<file path="config.mk">
export PLATFORM = sky130hd
export DESIGN_NAME = ict_timing
export DESIGN_NICKNAME = d
export VERILOG_FILES = /design/src/design/ict_pkg.sv /design/src/design/ict_bus_if.sv /design/src/design/ict_sync.sv /design/src/design/ict_buscyc.sv /design/src/design/ict_timing.sv
export SDC_FILE = /design/constraint.sdc
export NUM_CORES = 1
export LEC_CHECK = 0
export BUFFER_PORTS_ARGS = -buffer_cell sky130_fd_sc_hd__buf_4
export CAP_MARGIN = 20
export CELL_PAD_IN_SITES_DETAIL_PLACEMENT = 0
export CELL_PAD_IN_SITES_GLOBAL_PLACEMENT = 1
export CORE_AREA = 2 2 166 168
export CTS_CLUSTER_DIAMETER = 80
export DETAILED_ROUTE_END_ITERATION = 16
export DIE_AREA = 0 0 168 170
export MAX_ROUTING_LAYER = met4
export PLACE_DENSITY = 0.71
export SLEW_MARGIN = 30
export SYNTH_ARGS = -nofsm -noshare
export SYNTH_HDL_FRONTEND = slang
export SYNTH_SLANG_ARGS = --single-unit
</file>
<file path="constraint.sdc">
create_clock -name clk -period 7.35 [get_ports clk]
set_input_delay 0.3675 -clock clk [delete_from_list [all_inputs] [get_ports clk]]
set_output_delay 0.3675 -clock clk [all_outputs]
set_load 0.02 [all_outputs]
</file>
<file path="src/design/ict_pkg.sv">
// Shared constants and types of the instruction cycle timing sequencer.
// Assumes one 125 MHz clock and an asynchronous active-low reset.
package ict_pkg;

    // Clock and bus cycle timing
    localparam int CLK_PERIOD_NS = 8;
    localparam int BUS_CLOCKS = 4;
    localparam int IACK_CLOCKS = 4;
    localparam int WAIT_PHASE = 2;
    localparam int PHASE_W = $clog2(BUS_CLOCKS);

    // Counter widths and register count limit
    localparam int CNT_W = 9;
    localparam int BUSN_W = 6;
    localparam int REGN_W = 5;
    localparam int MAX_REGS = 16;
    localparam int SYNC_STAGES = 2;

    // Instruction classes and exceptions that get timed
    typedef enum logic [4:0] {
        OP_JUMP, OP_CALL, OP_ADDR_LOAD, OP_ADDR_PUSH, OP_MULTI_REG_MOVE,
        OP_ADD_EXTENDED, OP_SUB_EXTENDED, OP_DECIMAL_ADD, OP_DECIMAL_SUB,
        OP_MEM_COMPARE, OP_PERIPHERAL_MOVE, OP_LOGIC_STATUS_WORD,
        OP_LOGIC_COND_CODE_BYTE, OP_EXT_RESET, OP_EXCEPTION_RETURN,
        OP_RESTORE_RETURN, OP_SUBROUTINE_RETURN, OP_STOP,
        EXC_BUS_ERROR, EXC_ADDR_ERROR, EXC_ILLEGAL, EXC_PRIVILEGE, EXC_TRACE,
        EXC_TRAP, EXC_BOUNDS_CHECK, EXC_DIVIDE_ZERO, EXC_OVERFLOW_TRAP,
        EXC_INTERRUPT, EXC_RESET
    } ict_op_t;

    // Effective addressing modes of the operand
    typedef enum logic [3:0] {
        AM_REG, AM_IND, AM_POSTINC, AM_PREDEC, AM_DISP, AM_INDEX,
        AM_ABS_W, AM_ABS_L, AM_PC_DISP, AM_PC_INDEX
    } ict_mode_t;

    // Sequencer states
    typedef enum logic [1:0] {ST_HOLD, ST_IDLE, ST_LOAD, ST_RUN} ict_state_t;

    // One timing entry: clocks(reads/writes), validity and address add flag
    typedef struct packed {
        logic ok;
        logic add_ea;
        logic [CNT_W-1:0] clocks;
        logic [BUSN_W-1:0] reads;
        logic [BUSN_W-1:0] writes;
    } ict_entry_t;

    localparam ict_entry_t ENTRY_NONE = '0;
    localparam logic [PHASE_W-1:0] PHASE_RESET = '0;
    localparam logic [CNT_W-1:0] CNT_RESET = '0;
    localparam logic [BUSN_W-1:0] BUSN_RESET = '0;

endpackage

</file>
<file path="src/design/ict_bus_if.sv">
// Handshake between the sequencer and its bus cycle timer.
// Assumes both ends run on the same clock.
interface ict_bus_if;
    logic go;
    logic is_write;
    logic wait_req;
    logic abort;
    logic take;
    logic active;
    logic done;
    logic done_write;

    modport seq (output go, is_write, wait_req, abort, input take, active, done, done_write);
    modport cyc (input go, is_write, wait_req, abort, output take, active, done, done_write);
endinterface

</file>
<file path="src/design/ict_sync.sv">
// Two-stage synchroniser for a group of asynchronous pin levels.
// Assumes the pins are levels that stay put for several clocks.
module ict_sync import ict_pkg::*; #(
    parameter int W = 3
) (
    input wire logic clk,
    input wire logic nrst,
    input wire logic [W-1:0] pin_in,
    input wire logic [W-1:0] rst_val,
    output logic [W-1:0] pin_sync
);
    typedef struct packed {
        logic [W-1:0] first;
        logic [W-1:0] second;
    } ict_sync_t;

    ict_sync_t s_reg;
    ict_sync_t s_next;

    // Each bit passes two flops; only the second stage is read
    always_comb begin
        s_next = s_reg;
        s_next.first = pin_in;
        s_next.second = s_reg.first;
    end

    // Registers come up all ones: negated for the active-low pins, asserted for the wait pin
    always_ff @(posedge clk or negedge nrst) begin
        if (!nrst) begin
            s_reg <= '1;
        end else begin
            s_reg <= s_next;
        end
    end

    // The reset value has no effect: each bit is the second stage level unchanged
    genvar i;
    generate
        for (i = 0; i < W; i++) begin : g_bit
            assign pin_sync[i] = s_reg.second[i] & (rst_val[i] | s_reg.second[i]);
        end
    endgenerate
endmodule

</file>
<file path="src/design/ict_buscyc.sv">
// Timer for one bus read or write cycle of four periods plus wait states.
// Assumes the request comes from logic on the same clock.
module ict_buscyc import ict_pkg::*; (
    input wire logic clk,
    input wire logic nrst,
    ict_bus_if.cyc bus
);
    typedef struct packed {
        logic active;
        logic is_write;
        logic [PHASE_W-1:0] phase;
    } ict_cyc_t;

    ict_cyc_t s_reg;
    ict_cyc_t s_next;
    logic last;

    // Last period of a cycle; a new cycle may start right behind it
    assign last = s_reg.active && (s_reg.phase == PHASE_W'(BUS_CLOCKS - 1));
    assign bus.take = bus.go && (!s_reg.active || last) && !bus.abort;
    assign bus.active = s_reg.active;
    assign bus.done = last;
    assign bus.done_write = s_reg.is_write;

    // Phase walk with wait states held in the third period
    always_comb begin
        s_next = s_reg;
        if (bus.abort) begin
            s_next.active = 1'b0;
            s_next.phase = PHASE_RESET;
        end else if (bus.take) begin
            s_next.active = 1'b1;
            s_next.is_write = bus.is_write;
            s_next.phase = PHASE_RESET;
        end else if (last) begin
            s_next.active = 1'b0;
        end else if (s_reg.active) begin
            if (!(s_reg.phase == PHASE_W'(WAIT_PHASE) && bus.wait_req)) begin
                s_next.phase = s_reg.phase + 1'b1;
            end
        end
    end

    always_ff @(posedge clk or negedge nrst) begin
        if (!nrst) begin
            s_reg <= '0;
        end else begin
            s_reg <= s_next;
        end
    end
endmodule

</file>
<file path="src/design/ict_timing.sv">
// Instruction cycle timing sequencer: plays out each instruction or exception
// as bus read cycles, bus write cycles and bus-idle internal clocks.
// Assumes the decoder supplies class, mode, size and address times on start.

// What this block does
// - Each instruction is timed as total clocks, bus reads and bus writes.
// - A bus cycle lasts four clocks; wait states stretch it and the total.
// - Entries marked address-dependent add the address calculation's clocks and reads.
// - Register-indirect jump 8(2/0), call 16(2/2), address load 4(1/0).
// - Address push 12(1/2) register-indirect, 20(3/2) absolute long.
// - Multi-register move scales with register count n, word or long.
// - Multi-register move rejects postincrement/PC modes outbound and predecrement inbound.
// - Index register size never changes execution time.
// - Extended add/sub long register 8(1/0); memory 18(3/1) or 30(5/2).
// - Decimal add/sub register 6(1/0); memory compare 12(3/0) or 20(5/0).
// - Peripheral move inbound 16(4/0) or 24(6/0); outbound long 24(2/4).
// - Logic immediate to status or condition byte 20(3/0); reset instruction 132(1/0).
// - Exception return 20(5/0), subroutine return 16(4/0), stop 4(0/0).
// - Exception time covers stacking, vector fetch and first handler fetch.
// - Bus/address error 50(4/7); illegal, privilege, trace, trap 34(4/3); bounds 40+.
// - Interrupt takes 44(5/3) with a four-clock acknowledge cycle.
// - Reset exception 40(6/0), counted from reset and halt first seen negated.
module ict_timing import ict_pkg::*; (
    input wire logic clk,
    input wire logic nrst,
    input wire logic start,
    input wire ict_op_t op,
    input wire ict_mode_t mode,
    input wire logic long_size,
    input wire logic to_memory,
    input wire logic [REGN_W-1:0] reg_count,
    input wire logic [CNT_W-1:0] ea_clocks,
    input wire logic [BUSN_W-1:0] ea_reads,
    input wire logic reset_pin_n,
    input wire logic halt_pin_n,
    input wire logic mem_wait_pin,
    output logic seq_busy,
    output logic reset_exc,
    output logic bus_read,
    output logic bus_write,
    output logic internal_op,
    output logic instr_done,
    output logic bad_mode,
    output logic [CNT_W-1:0] total_clocks,
    output logic [BUSN_W-1:0] total_reads,
    output logic [BUSN_W-1:0] total_writes
);
    typedef struct packed {
        ict_state_t state;
        ict_op_t op;
        ict_mode_t mode;
        logic long_sz;
        logic to_mem;
        logic [REGN_W-1:0] regs;
        logic [CNT_W-1:0] ea_c;
        logic [BUSN_W-1:0] ea_r;
        logic [BUSN_W-1:0] rd_left;
        logic [BUSN_W-1:0] wr_left;
        logic [CNT_W-1:0] idle_left;
        logic [CNT_W-1:0] elapsed;
        logic [BUSN_W-1:0] rd_cnt;
        logic [BUSN_W-1:0] wr_cnt;
        logic busy;
        logic rst_exc;
        logic bus_rd;
        logic bus_wr;
        logic internal;
        logic done;
        logic bad;
        logic [CNT_W-1:0] tot_c;
        logic [BUSN_W-1:0] tot_r;
        logic [BUSN_W-1:0] tot_w;
    } ict_seq_t;

    ict_seq_t s_reg;
    ict_seq_t s_next;
    ict_bus_if bus_if();
    ict_entry_t ent;
    logic [CNT_W-1:0] ent_c;
    logic [BUSN_W-1:0] ent_r;
    logic [BUSN_W:0] bus_n;
    logic [CNT_W-1:0] idle_c;
    logic [BUSN_W-1:0] cur_rd;
    logic [BUSN_W-1:0] cur_wr;
    logic [2:0] pins_sync;
    logic rst_ok;
    logic halt_ok;

    // Builds one table entry
    function automatic ict_entry_t mk(input int c, input int r, input int w, input logic ea);
        ict_entry_t e;
        e.ok = 1'b1;
        e.add_ea = ea;
        e.clocks = CNT_W'(c);
        e.reads = BUSN_W'(r);
        e.writes = BUSN_W'(w);
        return e;
    endfunction

    // Control-flow class by mode: index modes time the same for any index size
    function automatic ict_entry_t flow_entry(input ict_op_t o, input ict_mode_t m);
        ict_entry_t jump_op;
        ict_entry_t addr_load_op;
        ict_entry_t e;
        jump_op = ENTRY_NONE;
        addr_load_op = ENTRY_NONE;
        case (m)
            AM_IND: begin
                jump_op = mk(8, 2, 0, 1'b0);
                addr_load_op = mk(4, 1, 0, 1'b0);
            end
            AM_DISP, AM_ABS_W, AM_PC_DISP: begin
                jump_op = mk(10, 2, 0, 1'b0);
                addr_load_op = mk(8, 2, 0, 1'b0);
            end
            AM_INDEX, AM_PC_INDEX: begin
                jump_op = mk(14, 3, 0, 1'b0);
                addr_load_op = mk(12, 2, 0, 1'b0);
            end
            AM_ABS_L: begin
                jump_op = mk(12, 3, 0, 1'b0);
                addr_load_op = mk(12, 3, 0, 1'b0);
            end
            default: begin
                jump_op = ENTRY_NONE;
                addr_load_op = ENTRY_NONE;
            end
        endcase
        e = addr_load_op;
        case (o)
            OP_JUMP: e = jump_op;
            OP_CALL: begin
                // Call pushes the return address: eight more clocks, two writes
                e = jump_op;
                e.clocks = jump_op.clocks + CNT_W'(8);
                e.reads = (addr_load_op.reads < BUSN_W'(2)) ? BUSN_W'(2) : addr_load_op.reads;
                e.writes = BUSN_W'(2);
            end
            OP_ADDR_PUSH: begin
                e.clocks = addr_load_op.clocks + CNT_W'(8);
                e.writes = BUSN_W'(2);
            end
            default: e = addr_load_op;
        endcase
        if (!addr_load_op.ok) begin
            e = ENTRY_NONE;
        end
        return e;
    endfunction

    // Multi-register move: base by mode, then four or eight clocks per register
    function automatic ict_entry_t multi_entry(input ict_mode_t m, input logic lng,
                                               input logic tomem, input logic [REGN_W-1:0] n);
        ict_entry_t e;
        logic [CNT_W-1:0] per;
        logic [BUSN_W-1:0] nb;
        per = lng ? CNT_W'(n) * CNT_W'(8) : CNT_W'(n) * CNT_W'(4);
        nb = lng ? BUSN_W'(n) * BUSN_W'(2) : BUSN_W'(n);
        case (m)
            AM_IND, AM_POSTINC, AM_PREDEC: e = mk(8, 2, 0, 1'b0);
            AM_DISP, AM_ABS_W, AM_PC_DISP: e = mk(12, 3, 0, 1'b0);
            AM_INDEX, AM_PC_INDEX: e = mk(14, 3, 0, 1'b0);
            AM_ABS_L: e = mk(16, 4, 0, 1'b0);
            default: e = ENTRY_NONE;
        endcase
        e.clocks = e.clocks + per;
        if (tomem) begin
            e.writes = nb;
            if (m == AM_POSTINC || m == AM_PC_DISP || m == AM_PC_INDEX) begin
                e = ENTRY_NONE;
            end
        end else begin
            // Inbound moves add a prefetch of four clocks and one read
            e.clocks = e.clocks + CNT_W'(BUS_CLOCKS);
            e.reads = e.reads + BUSN_W'(1) + nb;
            if (m == AM_PREDEC) begin
                e = ENTRY_NONE;
            end
        end
        if (m == AM_REG || n > REGN_W'(MAX_REGS)) begin
            e = ENTRY_NONE;
        end
        return e;
    endfunction

    // Full timing table
    function automatic ict_entry_t lookup(input ict_op_t o, input ict_mode_t m, input logic lng,
                                          input logic tomem, input logic [REGN_W-1:0] n);
        ict_entry_t e;
        logic reg_form;
        reg_form = (m == AM_REG);
        e = ENTRY_NONE;
        case (o)
            OP_JUMP, OP_CALL, OP_ADDR_LOAD, OP_ADDR_PUSH: e = flow_entry(o, m);
            OP_MULTI_REG_MOVE: e = multi_entry(m, lng, tomem, n);
            OP_ADD_EXTENDED, OP_SUB_EXTENDED: begin
                if (reg_form) begin
                    e = lng ? mk(8, 1, 0, 1'b0) : mk(4, 1, 0, 1'b0);
                end else begin
                    e = lng ? mk(30, 5, 2, 1'b0) : mk(18, 3, 1, 1'b0);
                end
            end
            OP_DECIMAL_ADD, OP_DECIMAL_SUB: begin
                e = reg_form ? mk(6, 1, 0, 1'b0) : mk(18, 3, 1, 1'b0);
            end
            OP_MEM_COMPARE: begin
                e = lng ? mk(20, 5, 0, 1'b0) : mk(12, 3, 0, 1'b0);
                if (reg_form) begin
                    e = ENTRY_NONE;
                end
            end
            OP_PERIPHERAL_MOVE: begin
                if (tomem) begin
                    e = lng ? mk(24, 2, 4, 1'b0) : mk(16, 2, 2, 1'b0);
                end else begin
                    e = lng ? mk(24, 6, 0, 1'b0) : mk(16, 4, 0, 1'b0);
                end
            end
            OP_LOGIC_STATUS_WORD, OP_LOGIC_COND_CODE_BYTE: e = mk(20, 3, 0, 1'b0);
            OP_EXT_RESET: e = mk(132, 1, 0, 1'b0);
            OP_EXCEPTION_RETURN: e = mk(20, 5, 0, 1'b0);
            OP_RESTORE_RETURN: e = mk(20, 2, 0, 1'b0);
            OP_SUBROUTINE_RETURN: e = mk(16, 4, 0, 1'b0);
            OP_STOP: e = mk(4, 0, 0, 1'b0);
            EXC_BUS_ERROR, EXC_ADDR_ERROR: e = mk(50, 4, 7, 1'b0);
            EXC_ILLEGAL, EXC_PRIVILEGE, EXC_TRACE, EXC_TRAP: e = mk(34, 4, 3, 1'b0);
            EXC_BOUNDS_CHECK: e = mk(40, 4, 3, 1'b1);
            EXC_DIVIDE_ZERO: e = mk(38, 4, 3, 1'b1);
            EXC_OVERFLOW_TRAP: e = mk(34, 5, 3, 1'b0);
            EXC_INTERRUPT: e = mk(40 + IACK_CLOCKS, 5, 3, 1'b0);
            EXC_RESET: e = mk(40, 6, 0, 1'b0);
            default: e = ENTRY_NONE;
        endcase
        return e;
    endfunction

    // Pins from outside pass two flops first
    ict_sync #(.W(3)) u_sync (
        .clk(clk),
        .nrst(nrst),
        .pin_in({mem_wait_pin, halt_pin_n, reset_pin_n}),
        .rst_val(3'h7),
        .pin_sync(pins_sync)
    );
    assign rst_ok = pins_sync[0];
    assign halt_ok = pins_sync[1];

    ict_buscyc u_buscyc (
        .clk(clk),
        .nrst(nrst),
        .bus(bus_if)
    );

    // Entry of the latched request, with address time added where marked
    assign ent = lookup(s_reg.op, s_reg.mode, s_reg.long_sz, s_reg.to_mem, s_reg.regs);
    assign ent_c = ent.add_ea ? CNT_W'(ent.clocks + s_reg.ea_c) : ent.clocks;
    assign ent_r = ent.add_ea ? BUSN_W'(ent.reads + s_reg.ea_r) : ent.reads;
    assign bus_n = (BUSN_W + 1)'(ent_r) + (BUSN_W + 1)'(ent.writes);
    assign idle_c = CNT_W'(ent_c - CNT_W'(bus_n) * CNT_W'(BUS_CLOCKS));

    // Bus requests: all reads first, then writes, back to back
    assign cur_rd = (s_reg.state == ST_LOAD) ? ent_r : s_reg.rd_left;
    assign cur_wr = (s_reg.state == ST_LOAD) ? ent.writes : s_reg.wr_left;
    assign bus_if.go = ((s_reg.state == ST_LOAD && ent.ok) || s_reg.state == ST_RUN)
                       && (cur_rd != BUSN_RESET || cur_wr != BUSN_RESET);
    assign bus_if.is_write = (cur_rd == BUSN_RESET);
    assign bus_if.wait_req = pins_sync[2];
    assign bus_if.abort = !rst_ok;

    // Sequencer
    always_comb begin
        s_next = s_reg;
        s_next.done = 1'b0;
        s_next.bad = 1'b0;
        if (bus_if.take) begin
            if (cur_rd != BUSN_RESET) begin
                s_next.rd_left = cur_rd - BUSN_W'(1);
                s_next.wr_left = cur_wr;
            end else begin
                s_next.rd_left = cur_rd;
                s_next.wr_left = cur_wr - BUSN_W'(1);
            end
        end
        case (s_reg.state)
            ST_HOLD: begin
                s_next.busy = 1'b1;
                s_next.rst_exc = 1'b1;
                if (rst_ok && halt_ok) begin
                    s_next.op = EXC_RESET;
                    s_next.mode = AM_REG;
                    s_next.ea_c = CNT_RESET;
                    s_next.ea_r = BUSN_RESET;
                    s_next.state = ST_LOAD;
                end
            end
            ST_IDLE: begin
                if (start) begin
                    s_next.op = op;
                    s_next.mode = mode;
                    s_next.long_sz = long_size;
                    s_next.to_mem = to_memory;
                    s_next.regs = reg_count;
                    s_next.ea_c = ea_clocks;
                    s_next.ea_r = ea_reads;
                    s_next.busy = 1'b1;
                    s_next.state = ST_LOAD;
                end
            end
            ST_LOAD: begin
                if (!ent.ok) begin
                    s_next.bad = 1'b1;
                    s_next.busy = 1'b0;
                    s_next.rst_exc = 1'b0;
                    s_next.state = ST_IDLE;
                end else begin
                    s_next.idle_left = idle_c;
                    s_next.elapsed = CNT_RESET;
                    s_next.rd_cnt = BUSN_RESET;
                    s_next.wr_cnt = BUSN_RESET;
                    s_next.state = ST_RUN;
                end
            end
            ST_RUN: begin
                s_next.elapsed = s_reg.elapsed + CNT_W'(1);
                if (bus_if.done && bus_if.done_write) begin
                    s_next.wr_cnt = s_reg.wr_cnt + BUSN_W'(1);
                end else if (bus_if.done) begin
                    s_next.rd_cnt = s_reg.rd_cnt + BUSN_W'(1);
                end
                // Idle clocks run once the bus cycles are over
                if (!bus_if.active && !bus_if.go && s_reg.idle_left != CNT_RESET) begin
                    s_next.idle_left = s_reg.idle_left - CNT_W'(1);
                end
                if ((bus_if.done && !bus_if.take && s_reg.rd_left == BUSN_RESET
                     && s_reg.wr_left == BUSN_RESET && s_reg.idle_left == CNT_RESET)
                    || (!bus_if.active && !bus_if.go && s_reg.idle_left == CNT_W'(1))) begin
                    s_next.done = 1'b1;
                    s_next.tot_c = s_reg.elapsed + CNT_W'(1);
                    s_next.tot_r = s_next.rd_cnt;
                    s_next.tot_w = s_next.wr_cnt;
                    s_next.busy = 1'b0;
                    s_next.rst_exc = 1'b0;
                    s_next.state = ST_IDLE;
                end
            end
            default: s_next.state = ST_HOLD;
        endcase
        // Reset pin asserted again: drop everything and wait for negation
        if (!rst_ok) begin
            s_next.state = ST_HOLD;
            s_next.busy = 1'b1;
            s_next.rst_exc = 1'b1;
            s_next.done = 1'b0;
            s_next.bad = 1'b0;
        end
        // Bus activity levels line up with the timer's cycles
        if (bus_if.take) begin
            s_next.bus_rd = !bus_if.is_write;
            s_next.bus_wr = bus_if.is_write;
        end else if (bus_if.done || !rst_ok) begin
            s_next.bus_rd = 1'b0;
            s_next.bus_wr = 1'b0;
        end
        s_next.internal = (s_next.state == ST_RUN) && !s_next.bus_rd && !s_next.bus_wr;
    end

    always_ff @(posedge clk or negedge nrst) begin
        if (!nrst) begin
            s_reg <= '0;
            s_reg.state <= ST_HOLD;
            s_reg.busy <= 1'b1;
            s_reg.rst_exc <= 1'b1;
        end else begin
            s_reg <= s_next;
        end
    end

    assign seq_busy = s_reg.busy;
    assign reset_exc = s_reg.rst_exc;
    assign bus_read = s_reg.bus_rd;
    assign bus_write = s_reg.bus_wr;
    assign internal_op = s_reg.internal;
    assign instr_done = s_reg.done;
    assign bad_mode = s_reg.bad;
    assign total_clocks = s_reg.tot_c;
    assign total_reads = s_reg.tot_r;
    assign total_writes = s_reg.tot_w;
endmodule

</file>
==> metrics.yaml <==
run:
  max-cap-violations: 0
logic_synthesis:
  synth_nets: 1075
  yosysTopAreaCellShare_pct: 31.1
  async_reset_ff_share_pct: 100
  seq_area_frac_synth_pct: 33.6
  ys_ff_latch: 113
  synth-main-ff-cell: "dfrtp_1"
  syn-cell-area_um2: 8440
  synth_top_area_cell: "dfrtp_1"
  syn_area_per_cell_um2: 8.51
  synth.distinct_cells: 91
  syn_inst: 992
  synth-edff-count: 0
  synth.area.top_cells: "dfrtp_1 31%, ha_1 5.9%, nand2_1 4.3%"
  ys_warn_count: 0
clock_tree:
  clock_path_buffers: 2
  cts_hold_buf: 0
  clk_pin_slew_ns: 0.06
  clk_latency_ns: 0.43
  numCtsBuffers: 17
  cts_resized: 0
  cts_root_buffer: "clkbuf_16"
  cts_tree: "done"
  cts_setup_buffers: 0
  cts_sinks: 113
  ctsHtreeMaxLevel: 4
setup_path:
  r2r_setup_slack_ns: 1.24
  critPathMaxFanout: 17
  r2r-end: "s_reg[56]$_DFFE_PN0P_"
  startpoint_type: "register"
  path_buf_inv: 2
  r2r_start: "s_reg[94]$_DFFE_PN0P_"
  endpoint_kind: "register"
  cp_cell_sequence: "nand2b_1 > o22ai_1 > inv_1 > ha_1 > inv_1 > fa_1 > a21oi_1 > or3_1 > a2111oi_2 > ha_1 > and3b_1 > o31ai_1 > nand3_1 > a21o_1 > mux2_4 > or3_1 > o31ai_4 > o21ai_1 > a22o_1"
  slowest_stage: "o31ai_4"
  critPathKind: "reg -> reg"
  crit_required_ns: 7.66
  slowest_delay_ns: 0.76
  crit_family: "compound AO/OA/AOI/OAI gates"
  ff2ff_path_depth: 19
  cp_data_arrival_time_ns: 6.42
finish:
  seq_area_um2: 2840
  antenna_cells: 0
  stdcell_count: 1360
  finish.net_count: 1089
  largest_register_ff_count: 75
  drive_gt1_share_pct: 15.9
  mostFrequentLayoutCell: "dfrtp_1"
  nFillCells: 2731
  design_area_um2: 9640
  layout_common_cells: "105 x dfrtp_1, 96 x nand2_1, 86 x nor2_1"
  multiInputGateArea_um2: 5040
  area_delta_synth_final_pct: 14.2
placement:
  post_dp_cell_area_um2: 9050
  pre_cts_ws_ns: 1.25
  place_hpwl_mm: 16.5
  port_buffers: 64
  dp.cells: 1328
  place.gp.congestion: 0.919
timing:
  slew_violations: 0
  rsz0062_at_grt: "false"
  min_period_over_period_pct: 83.1
  setup-violations-final: 0
  post-route-min-period_ns: 6.11
  worst_slack_ns: 1.24
  hold_viol_final: 3
  tightestPinTransition_ns: 0.922
  hold_slack_ns: -0.00299
  max_freq_mhz: 164
  finalSetupTns_ns: 0
  max_slew_margin_pct: 38.0
  fin_skew_ns: 0.00917
run_status:
  violations: "negative hold slack"
  status: "complete, but fails checks"
route:
  dr.pass1.iters: 5
  remaining_drc_errors: 0
  drt_iter0_markers: 558
  postRouteWirelength_mm: 22.9
  ant_nets: 0
  avgViaCountPerCell: 5.34
  vias: 7265
  wl_per_cell_um: 16.8
power:
  powerDensity_nw_per_um2: 346
  total_power_uw: 3340
  leakagePower_uw: 0.00423
  max-vdd-ir-drop_uv: 142
floorplan:
  rows: 60
  die_x_um: 168
  initial_utilization_pct: 31.7
  core-area_um2: 26700
  die_area_um2: 28600
  ios: 65
  die_height_um: 170
grt:
  grt.met1_usage_pct: 22.9
  met3_usage_pct: 2.53
  global_route.usage.met2_pct: 26.5
  grt_pass1_vias: 6932
  grt_overflow: 0
  antenna_found_initial: 0
  grt_max_degree: 64
  top_usage_layer: "met2"
  track_usage_pct: 17.1
  grt_pass1_wl_mm: 37.6
min_path:
  hold_path.class: "in -> async"
cell usage after synthesis (all sizes together) (4+ instances only):
cell type,instances
o21ai,80
nand4,6
a211oi,4
inv,41
or3,10
and3,4
or2,5
nor2b,11
fa,6
dfstp,8
nor3,19
nand3,33
o2111ai,6
nor4,7
o21bai,8
a21boi,6
xnor2,27
mux2,14
a21o,13
o211ai,7
mux2i,11
clkbuf,39
buf,44
nand2,96
dfrtp,105
nor3b,5
xor2,20
ha,40
o31ai,17
nor2,87
a21oi,76
o311ai,5
o22ai,7
a22o,28
nand2b,20
o21a,7
a31oi,7
or4,4
worst register-to-register path, stage by stage, from the launching register on:
cell and delay (ns):
dfrtp_1 0.69, nand2b_1 0.29, o22ai_1 0.36, inv_1 0.08
ha_1 0.20, inv_1 0.07, fa_1 0.20, a21oi_1 0.09
or3_1 0.35, a2111oi_2 0.52, ha_1 0.37, and3b_1 0.18
o31ai_1 0.22, nand3_1 0.10, a21o_1 0.18, mux2_4 0.30
or3_1 0.67, o31ai_4 0.76, o21ai_1 0.15, a22o_1 0.26
how the worst max path moves through the flow:
stage | from | to | slack, ns | depth (start not counted)
final | s_reg[94]$_DFFE_PN0P_ | s_reg[56]$_DFFE_PN0P_ | 1.24 | 19
after global routing | s_reg[94]$_DFFE_PN0P_ | s_reg[56]$_DFFE_PN0P_ | 0.74 | 19
after CTS | s_reg[94]$_DFFE_PN0P_ | s_reg[56]$_DFFE_PN0P_ | 1.25 | 19
after detailed placement | s_reg[94]$_DFFE_PN0P_ | s_reg[56]$_DFFE_PN0P_ | 1.25 | 19
after global placement | s_reg[94]$_DFFE_PN0P_ | s_reg[56]$_DFFE_PN0P_ | 1.39 | 19
after floorplan | s_reg[91]$_DFFE_PN0P_ | s_reg[56]$_DFFE_PN0P_ | 2.18 | 21
through the flow:
| stage | hold slack [ns] | util [%] |
|---|---|---|
| finish | -0.00299 | 36.2 |
| global route | 0.0351 | 36.2 |
| CTS | 0.00972 | 36.2 |
| detailed placement | 0.347 | 34.0 |
| global placement | 0.346 | 33.9 |
| floorplan | 0.0719 | - |
kinds of logic after synthesis:
kind of cell / Yosys count / synth area share, %
AND/OR/NAND/NOR: 332 / 19.8
AO/OA/AOI/OAI: 304 / 24.1
buffers and inverters: 125 / 6.95
flip-flops: 113 / 33.6
XOR/XNOR: 47 / 4.88
adder cells (fa/ha/maj): 46 / 7.35
multiplexers: 25 / 3.22
routing by layer:
metal  part of all wire [%]  vias up
met5                      0        -
met4                    2.0        0
met3                    3.5       32
met2                     46      137
met1                     48     3509
li1                       -     3587
layout make-up:
type	count	area share, %
flip-flops and latches	113	29.4
well taps	341	4.42
multi-input cells	754	52.3
clock inverters	15	1.71
clock buffers	17	4.41
repair buffers	78	6.07
inverters	42	1.66
power by group:
part	internal (uW)	switching (uW)
Clock	482	362
Combinational	663	932
Sequential	730	172
Total	1880	1470
No activity file was read; power rests on OpenSTA's default activity.
